**src/spm_pkg.sv**
```systemverilog
// Shared constants and carrier types for the priority map register block
package spm_pkg;

    localparam int SPM_REG_W = 64;
    localparam int SPM_PRI_W = 4;
    localparam int SPM_MAP_ENTRIES = 16;

    // Privilege levels
    localparam logic [1:0] SPM_LVL_0 = 2'h0;
    localparam logic [1:0] SPM_LVL_1 = 2'h1;
    localparam logic [1:0] SPM_LVL_2 = 2'h2;
    localparam logic [1:0] SPM_LVL_3 = 2'h3;

    // Exception class reported with every trap of this block
    localparam logic [5:0] SPM_EC_SYS_TRAP = 6'h18;
    // Word offset in the memory-backed register area for the table
    localparam logic [11:0] SPM_REDIRECT_OFFSET = 12'h1e8;

    localparam logic [SPM_PRI_W-1:0] SPM_REQ_RESET = 4'h0;
    localparam logic [SPM_REG_W-1:0] SPM_ZERO_WORD = 64'h0;
    localparam logic [5:0] SPM_EC_NONE = 6'h00;
    localparam logic [11:0] SPM_OFFSET_NONE = 12'h000;

    // Outcome of one access, one-hot
    typedef enum logic [3:0] {
        SPM_RES_OK = 4'h1,
        SPM_RES_UNDEF = 4'h2,
        SPM_RES_TRAP = 4'h4,
        SPM_RES_REDIRECT = 4'h8
    } spm_result_t;

    // One system register access from the core
    typedef struct packed {
        logic write;
        logic sel_map;
        logic [1:0] level;
        logic [SPM_REG_W-1:0] wdata;
    } spm_req_t;

    // Static and dynamic configuration seen by the access checks and the priority mapping
    typedef struct packed {
        logic matrix_impl;
        logic priority_support_flag;
        logic el2_impl;
        logic el2_enabled;
        logic el3_impl;
        logic map_enable;
        logic nested_virt;
        logic nested_virt_memory;
        logic matrix_enable_top;
        logic halted;
        logic secure_debug_disable;
        logic el3_trap_first;
        logic fine_grain_trap_enable;
        logic request_write_gate;
    } spm_cfg_t;

    // Answer to one access
    typedef struct packed {
        spm_result_t result;
        logic [1:0] target_level;
        logic [5:0] exc_class;
        logic [11:0] redirect_offset;
        logic [SPM_REG_W-1:0] rdata;
    } spm_resp_t;

endpackage : spm_pkg

```
**src/spm_map_mem.sv**
```systemverilog
// Storage for the sixteen mapping-table entries, read out from flops
module spm_map_mem
    import spm_pkg::*;
(
    // Clock
    input wire logic sys_clk,
    // Write port
    input wire logic wr_en,
    input wire logic [SPM_REG_W-1:0] wr_data,
    // Whole table, straight from the entry flops
    output logic [SPM_REG_W-1:0] table_q
);

    // Entries carry no reset: software must load them before use
    genvar n;
    generate
        for (n = 0; n < SPM_MAP_ENTRIES; n++) begin : g_entry
            logic [SPM_PRI_W-1:0] entry_reg;
            always_ff @(posedge sys_clk) begin
                if (wr_en) begin
                    entry_reg <= wr_data[n*SPM_PRI_W +: SPM_PRI_W];
                end
            end
            assign table_q[n*SPM_PRI_W +: SPM_PRI_W] = entry_reg;
        end
    endgenerate

endmodule : spm_map_mem

```
**src/spm_priority_map_regs.sv**
```systemverilog
// Priority request and mapping-table registers with access checks
//////////////////////////////////////////////////////////////////////////////
module spm_priority_map_regs
    import spm_pkg::*;
(
    // Clock and reset
    input wire logic sys_clk,
    input wire logic rst_b,
    // Access request
    input wire logic acc_valid,
    input wire spm_req_t acc_req,
    // Configuration
    input wire spm_cfg_t cfg,
    // Access answer
    output logic resp_valid,
    output spm_resp_t resp,
    // Effective priority to the shared compute unit arbiter
    output logic [SPM_PRI_W-1:0] eff_priority
);

    //////////////////////////////////////////////////////////////////////////
    // State
    logic [SPM_PRI_W-1:0] req_pri_reg;
    logic [SPM_PRI_W-1:0] eff_reg;
    logic [SPM_PRI_W-1:0] eff_next;
    logic resp_valid_reg;
    spm_resp_t resp_reg;
    spm_resp_t resp_next;
    logic [SPM_REG_W-1:0] table_q;

    //////////////////////////////////////////////////////////////////////////
    // Common conditions
    wire lvl0 = (acc_req.level == SPM_LVL_0);
    wire lvl1 = (acc_req.level == SPM_LVL_1);
    wire lvl2 = (acc_req.level == SPM_LVL_2);
    wire lvl3 = (acc_req.level == SPM_LVL_3);
    wire el2_on = cfg.el2_impl & cfg.el2_enabled;
    wire esm_off = cfg.el3_impl & ~cfg.matrix_enable_top;
    wire dbg_block = cfg.halted & cfg.secure_debug_disable;
    wire early_undef = dbg_block & esm_off & cfg.el3_trap_first;
    // level-3 trap from level 2 or 1
    wire trap3_raw = esm_off;
    // trap to level 3 turned undefined
    wire trap3_undef = trap3_raw & dbg_block;

    //////////////////////////////////////////////////////////////////////////
    // Table access decision
    // absent feature
    wire map_absent = ~cfg.matrix_impl;
    wire map_redirect = lvl1 & el2_on & cfg.nested_virt_memory &
                        cfg.nested_virt;
    wire map_trap2 = lvl1 & el2_on & cfg.nested_virt & ~map_redirect;
    wire map_undef_low = lvl0 | (lvl1 & ~map_redirect & ~map_trap2);
    wire map_l2_undef = lvl2 & (early_undef | trap3_undef);
    wire map_l2_trap3 = lvl2 & ~early_undef & trap3_raw & ~dbg_block;
    wire map_l3_trap3 = lvl3 & ~cfg.matrix_enable_top;
    wire map_ok = (lvl2 & ~trap3_raw) | (lvl3 & cfg.matrix_enable_top);
    wire map_raz = ~cfg.priority_support_flag | (lvl3 & ~cfg.el2_impl);

    //////////////////////////////////////////////////////////////////////////
    // Request register access decision
    wire req_absent = ~cfg.matrix_impl;
    wire req_l1_early = lvl1 & early_undef;
    wire req_l1_fgt = lvl1 & ~early_undef & acc_req.write & el2_on &
                      (~cfg.el3_impl | cfg.fine_grain_trap_enable) &
                      ~cfg.request_write_gate;
    wire req_mid = (lvl1 & ~req_l1_early & ~req_l1_fgt) |
                   (lvl2 & ~early_undef);
    wire req_mid_undef = req_mid & trap3_undef;
    wire req_mid_trap3 = req_mid & trap3_raw & ~dbg_block;
    wire req_l3_trap3 = lvl3 & ~cfg.matrix_enable_top;
    wire req_undef = lvl0 | req_l1_early | (lvl2 & early_undef) |
                     req_mid_undef;
    wire req_ok = (req_mid & ~trap3_raw) | (lvl3 & cfg.matrix_enable_top);
    wire req_raz = ~cfg.priority_support_flag;

    //////////////////////////////////////////////////////////////////////////
    // Write strobes
    wire map_wr = acc_valid & acc_req.sel_map & acc_req.write & ~map_absent &
                  map_ok & ~map_raz;
    wire req_wr = acc_valid & ~acc_req.sel_map & acc_req.write &
                  ~req_absent & req_ok & ~req_raz;

    spm_map_mem u_map_mem (
        .sys_clk(sys_clk),
        .wr_en(map_wr),
        .wr_data(acc_req.wdata),
        .table_q(table_q)
    );

    //////////////////////////////////////////////////////////////////////////
    // Answer build
    wire [SPM_REG_W-1:0] req_word = {{(SPM_REG_W-SPM_PRI_W){1'b0}},
                                     req_pri_reg};

    always_comb begin
        resp_next.result = SPM_RES_OK;
        resp_next.target_level = SPM_LVL_0;
        resp_next.exc_class = SPM_EC_NONE;
        resp_next.redirect_offset = SPM_OFFSET_NONE;
        resp_next.rdata = SPM_ZERO_WORD;
        if (acc_req.sel_map) begin
            if (map_absent | map_undef_low | map_l2_undef) begin
                resp_next.result = SPM_RES_UNDEF;
            end else if (map_redirect) begin
                resp_next.result = SPM_RES_REDIRECT;
                resp_next.redirect_offset = SPM_REDIRECT_OFFSET;
            end else if (map_trap2) begin
                resp_next.result = SPM_RES_TRAP;
                resp_next.target_level = SPM_LVL_2;
                resp_next.exc_class = SPM_EC_SYS_TRAP;
            end else if (map_l2_trap3 | map_l3_trap3) begin
                resp_next.result = SPM_RES_TRAP;
                resp_next.target_level = SPM_LVL_3;
                resp_next.exc_class = SPM_EC_SYS_TRAP;
            end else if (!acc_req.write && !map_raz) begin
                resp_next.rdata = table_q;
            end
        end else begin
            if (req_absent | req_undef) begin
                resp_next.result = SPM_RES_UNDEF;
            end else if (req_l1_fgt) begin
                resp_next.result = SPM_RES_TRAP;
                resp_next.target_level = SPM_LVL_2;
                resp_next.exc_class = SPM_EC_SYS_TRAP;
            end else if (req_mid_trap3 | req_l3_trap3) begin
                resp_next.result = SPM_RES_TRAP;
                resp_next.target_level = SPM_LVL_3;
                resp_next.exc_class = SPM_EC_SYS_TRAP;
            end else if (!acc_req.write && !req_raz) begin
                resp_next.rdata = req_word;
            end
        end
    end

    //////////////////////////////////////////////////////////////////////////
    // Effective priority
    // mapping condition
    wire map_on = ((acc_req.level == SPM_LVL_0) | lvl1) & el2_on &
                  cfg.map_enable & cfg.priority_support_flag;
    wire [SPM_PRI_W-1:0] mapped = table_q[req_pri_reg*SPM_PRI_W +: SPM_PRI_W];
    // larger value means more resource at the arbiter
    assign eff_next = map_on ? mapped : req_pri_reg;

    //////////////////////////////////////////////////////////////////////////
    // Flops
    always_ff @(posedge sys_clk) begin
        if (!rst_b) begin
            req_pri_reg <= SPM_REQ_RESET;
        end else if (req_wr) begin
            req_pri_reg <= acc_req.wdata[SPM_PRI_W-1:0];
        end
    end

    // effective priority registered from current state
    always_ff @(posedge sys_clk) begin
        if (!rst_b) begin
            eff_reg <= SPM_REQ_RESET;
        end else begin
            eff_reg <= eff_next;
        end
    end

    always_ff @(posedge sys_clk) begin
        if (!rst_b) begin
            resp_valid_reg <= 1'b0;
            resp_reg <= '0;
        end else begin
            resp_valid_reg <= acc_valid;
            if (acc_valid) begin
                resp_reg <= resp_next;
            end
        end
    end

    assign resp_valid = resp_valid_reg;
    assign resp = resp_reg;
    assign eff_priority = eff_reg;

endmodule : spm_priority_map_regs

```
**config.mk**
```make
export PLATFORM = sky130hd
export DESIGN_NAME = spm_priority_map_regs
export DESIGN_NICKNAME = d
export VERILOG_FILES = /design/src/spm_pkg.sv /design/src/spm_map_mem.sv /design/src/spm_priority_map_regs.sv
export SDC_FILE = /design/constraint.sdc
export NUM_CORES = 1
export LEC_CHECK = 0
export BUFFER_PORTS_ARGS = -buffer_cell sky130_fd_sc_hd__buf_4
export CAP_MARGIN = 30
export CORE_AREA = 2 2 113 115
export CTS_BUF_LIST = sky130_fd_sc_hd__clkbuf_8
export CTS_CLUSTER_SIZE = 24
export DETAILED_ROUTE_END_ITERATION = 8
export DIE_AREA = 0 0 115 117
export PLACE_DENSITY = 0.76
export SYNTH_ARGS = -nofsm -noshare
export SYNTH_HDL_FRONTEND = slang
export SYNTH_SLANG_ARGS = --single-unit
export TNS_END_PERCENT = 5
```
**constraint.sdc**
```tcl
create_clock -name sys_clk -period 6.5 [get_ports sys_clk]
set_clock_uncertainty 0.15 [all_clocks]
set_input_delay 1.3 -clock sys_clk [delete_from_list [all_inputs] [get_ports sys_clk]]
set_output_delay 1.3 -clock sys_clk [all_outputs]
set_load 0.03 [all_outputs]
```
# Word level (Yosys, flattened, before mapping)
# Cells that the tools add are included.
# totals
mem_bits_ro	0
regBits	161
input_bits	85
latch_bits	0
memories	0
ramBits	0
elab_cells	133
# classes
mul	0
order_cmp	0
shifts	1
n_div	0
n_eq_ne	3
reduce_logical	5
mux	23
addsub	0
n_bitwise	77
# ops
cell	n
two-way mux 64 bit	8
two-way mux 84 bit	1
variable part select 64 x 7 -> 4 bit	1
AND 1 bit	46
two-way mux 11 bit	4
two-way mux 12 bit	2
two-way mux 4 bit	5
two-way mux 8 bit	2
bitwise OR 1 bit	16
NOT 1 bit	15
two-way mux 9 bit	1
equality test 2 bit (second input constant)	2
equality test 2 x 1 -> 1 bit (second input constant)	1
logical AND 1 bit	2
zero test 1 bit	2
zero test 2 bit	1

# Logic depth before layout (Yosys ltp)
# logic_depth
depth_word	20
ltp_mapped	7

# Cells and area by module
# A second synthesis with hierarchy kept.
# unflattened
hier_cells	376
hier_area_um2	5444.0
# modules_own_cells
mod	area_per_inst_um2	n_inst	cells_per_inst
spm_priority_map_regs	3522.1	1	312
spm_map_mem	1921.8	1	64

# Least setup slack after synthesis
# OpenSTA, ideal clock, no wires.
# synth_timing
path_kind	input port to flip-flop
from	in acc_req[65] in the netlist's numbering
to	reg u_map_mem.g_entry[0].entry_reg[0], enable pin
t_required_ns	5.769
cell_stages	3
arrival_time_ns	6.376
path_buffers	1
setup_slack_ns	-0.607
path_cell_list	clkbuf_1 -> nand2_1 -> a211oi_1
# synth_between
elab_chain_len	5
word_cells_on_any_way	10
# synth_rtl
item	line	text
from (decl)	spm_priority_map_regs.sv:11	input wire spm_req_t acc_req,
equality test 2 bit, on equally long branches	spm_priority_map_regs.sv:35, spm_priority_map_regs.sv:36	
AND 1 bit, on equally long branches	spm_priority_map_regs.sv:57, spm_priority_map_regs.sv:58	
bitwise OR 1 bit, on equally long branches	spm_priority_map_regs.sv:57, spm_priority_map_regs.sv:58	
AND 1 bit / NOT 1 bit (equally long branches)	spm_priority_map_regs.sv:79, spm_priority_map_regs.sv:80	
AND 1 bit *	spm_priority_map_regs.sv:80	map_ok & ~map_raz;
via map_wr	spm_priority_map_regs.sv:79	wire map_wr = acc_valid & acc_req.sel_map & acc_req.write & ~map_absent &
to (signal assigned)	spm_map_mem.sv:21	entry_reg <= wr_data[n*SPM_PRI_W +: SPM_PRI_W];
to (decl)	spm_map_mem.sv:18	logic [SPM_PRI_W-1:0] entry_reg;
# The timed path passes the listed nets; every way through them passes the cells marked *.
# A chain may end at the register's enable or synchronous reset.

# Worst setup path in the final report
# layout_timing
from	in cfg[9] in the netlist's numbering
to	reg resp_reg (netlist bit resp[16])
# layout_between
elab_chain_len	17
word_cells_on_any_way	37
# layout_rtl
item	line	text
from (decl)	spm_priority_map_regs.sv:13	input wire spm_cfg_t cfg,
AND 1 bit	spm_priority_map_regs.sv:38	wire esm_off = cfg.el3_impl & ~cfg.matrix_enable_top;
AND 1 bit	spm_priority_map_regs.sv:40, spm_priority_map_regs.sv:44	
AND 1 bit	spm_priority_map_regs.sv:40	wire early_undef = dbg_block & esm_off & cfg.el3_trap_first;
NOT 1 bit	spm_priority_map_regs.sv:55, spm_priority_map_regs.sv:64, spm_priority_map_regs.sv:68	
AND 1 bit (4 in series)	spm_priority_map_regs.sv:64	wire req_l1_fgt = lvl1 & ~early_undef & acc_req.write & el2_on &
AND 1 bit	spm_priority_map_regs.sv:65	(~cfg.el3_impl | cfg.fine_grain_trap_enable) &
NOT 1 bit	spm_priority_map_regs.sv:67	wire req_mid = (lvl1 & ~req_l1_early & ~req_l1_fgt) |
AND 1 bit	spm_priority_map_regs.sv:67	
bitwise OR 1 bit	spm_priority_map_regs.sv:67	
AND 1 bit	spm_priority_map_regs.sv:69	wire req_mid_undef = req_mid & trap3_undef;
bitwise OR 1 bit	spm_priority_map_regs.sv:72	wire req_undef = lvl0 | req_l1_early | (lvl2 & early_undef) |
bitwise OR 1 bit	spm_priority_map_regs.sv:120	if (req_absent | req_undef) begin
two-way mux 64 bit	spm_priority_map_regs.sv:120	
two-way mux 64 bit *	spm_priority_map_regs.sv:102	if (acc_req.sel_map) begin
to (signal assigned)	spm_priority_map_regs.sv:171	resp_reg <= resp_next;
to (decl)	spm_priority_map_regs.sv:27	spm_resp_t resp_reg;
# Mark *: on every way between the ends. The rest lies on a longest branch, timed or not.

==> metrics.txt <==
Setup crit start=cfg[9]; Vias=3,730; Synth Instances=376; initial core utilization=between 40% and 50%; clk buf depth=2; FF+latch count, synth=142; area delta synth->final=28.7%; Largest register FFs=69; Reg clk slew, reported paths=~0.08 ns; latest clock arrival within the worst-skew pair=0.42 ns; WP data required=6.71 ns; Leakage=between 2 and 3 nW; DRC Markers=0; Syn. warnings=0; vias per cell=5.36; hold_sp=resp[19]; postcts setup bufs=0; CTS hold repair buffers=0; dpl cell area=between 0.006 and 0.007 sq mm; cell taking the most area after synthesis=edfxtp_1; Switching Fraction=a little under a quarter; Clk pwr share=39.0%; placed insts=664; relative slew slack=41.7%; TritonCTS buffer count=17; path category of the worst min-delay check=reg -> reg; share of cells above drive strength 1=between 40% and 50%; Final #Nets=between 600 and 700; Synth area leaders=edfxtp_1 (35%), dfxtp_1 (29%), a22o_1 (9.7%); cell row count=41; Final setup viols=0; top cell type's share of synthesized area=35.3%; CP max FO=60; largest net degree at the start of global routing=65; H-Tree Depth=4; Min Clock Period, post-route=3.00 ns; Placer Congestion=0.811; Sequential Power Share=54.6%; Max-Cap Viols=0; final slew viol count=0; final setup TNS=0 ns; GRT overflow=0; Mean Syn Cell Area=between 10 and 15 sq um; drt total wl=~13 mm; dpl hpwl=8.79 mm; outcome=finished clean; sw power=0.000397 W; TritonCTS clock tree=built; slowest CP cell=or4_4; CP arrival=3.20 ns; RSZ-0062 raised after global routing=no; Iteration-0 DRC Markers=272; ANT nets after route=0; global-route wire length before repair=between 15 and 20 mm; CP dominant cell by count=buf_4; io pins=178; Setup Crit Path Kind=in -> reg; die width=115 microns; Die Area=0.0135 sq mm; # diodes=0; initial antenna violation count=0; crit-path max cell delay=roughly 0.52 ns; Pre-Repair DR Iteration Count=4; Core Region=between 0.01 and 0.015 sq mm; Num Clock Sinks=142; post-synth cell types=48; period utilization=46.1%; DR WL/cell=18.2 microns; Critical Path Start Type=input pin; Total GRT Usage=18.8%; Pwr Density=247 mW/mm^2; sequence of cells on the critical path=buf_4, a21boi_4, o211a_4, or4_4, nor2_4, buf_4, a22o_1; fmax=334 MHz; die height=117 microns; Max IR drop VDD=160 uV; critical path endpoint category=register; worst-margin pin slew=a little under 0.9 ns; Post-synth EDFFs=64; Post-Layout Cell Count=696; register area share after synthesis=between 60% and 70%; CTS Root Cell=clkbuf_8; Reg-to-Reg Start=req_pri_reg[1]; ys flop type=dfxtp_1; cell area after layout=0.00701 sq mm; Int Power=around 0.0013 W; Comb pwr share=6.4%; Hold Vio Cnt, Final=0; post-CTS sizing=0; FFs w/ async S/R, synth=0%; vias in the first global route=3,563; IO Port Bufs=166; synthesized area=between 0.005 and 0.006 sq mm
==> power groups by stage <==
stage	combinational, W	sequential [W]	clock [W]
global placement	0.000109	0.000964	0
floorplan	0.0000503	0.000973	0
CTS	0.000111	0.000944	0.000687
detailed placement	0.000110	0.000965	0
global route	0.000119	0.000945	0.000726
finish	0.000110	0.000944	0.000673
==> cells by family (layout without fill, tap and decap cells) <==
kind of cell	Yosys count	after routing	share of synthesized area, %
mux	22	22	8.23
buf+inv	50	210	6.87
compound gates	100	100	14.5
fa+ha+maj	1	1	0.184
other cells	1	11	0.0689
simple gates	60	60	6.11
flops	142	142	64.0
==> worst paths after layout <==
| kind | endpoint | slack [ns] | cells after the start |
|---|---|---|---|
| setup / recovery | resp[16] | 3.50 | 7 |
| setup reg to reg | eff_priority[1] | 3.99 | 5 |
| hold / removal | resp[19] | 0.34 | 1 |
| hold reg to reg | resp[19] | 0.34 | 1 |
==> metal layers <==
metal | share of wire, % | up-vias | track usage [%]
met2 | 49 | 163 | 29.7
li1 | - | 1737 | -
met4 | 0.88 | 0 | 6.10
met1 | 44 | 1820 | 25.5
met3 | 6.2 | 10 | 4.74
met5 | 0 | - | 0
==> critical path: cells and delay by family <==
kind | cells | cell delay, ns
compound gates | 3 | 0.62
buf+inv | 2 | 0.64
simple gates | 2 | 0.61
==> per-stage QoR <==
step                total power [W]  util, %  hold slack (ns)  setup WS (ns)
finish                      0.00173     56.9            0.336           3.50
global route                0.00179     56.9            0.348           3.44
CTS                         0.00174     56.9            0.338           3.54
detailed placement          0.00108     53.8            0.316           3.10
global placement            0.00107     53.8            0.311           3.13
floorplan                   0.00102        -            0.305           1.60
==> placed cells by master, fill, tap and decap left out, types with 5 or more instances in the layout <==
master	synthesis	routed
buf_4	21	171
dfxtp_1	78	78
edfxtp_1	64	64
a22o_1	60	60
nand2_1	20	20
mux4_2	18	18
clkbuf_8	0	17
o21ai_0	14	14
conb_1	1	11
nand3_1	9	9
inv_1	7	9
a21oi_1	7	7
a31oi_1	5	5
nor2_1	5	5
nand4_1	5	5
==> synthesized netlist by cell type (3+ instances only) <==
master	instances
nand4_1	5
inv_1	7
nor3_1	3
nand3_1	9
o21ai_0	14
nor2b_1	3
buf_6	7
dlymetal6s2s_1	6
edfxtp_1	64
clkbuf_1	6
a21oi_1	7
dfxtp_1	78
mux4_2	18
a22o_1	60
a31oi_1	5
nand2_1	20
buf_4	21
nor2_1	5
==> layout make-up <==
| class | instances | area, sq um |
|---|---|---|
| repair buffers | 171 | 1280 |
| clock buffers | 17 | 234 |
| flip-flops and latches | 142 | 3480 |
| multi-input cells | 194 | 1640 |
| well taps | 150 | 188 |
| inverters | 7 | 26.3 |
| clock inverters | 15 | 148 |
| fillers | 1001 | 5310 |
(Power assumes the default switching activity.)
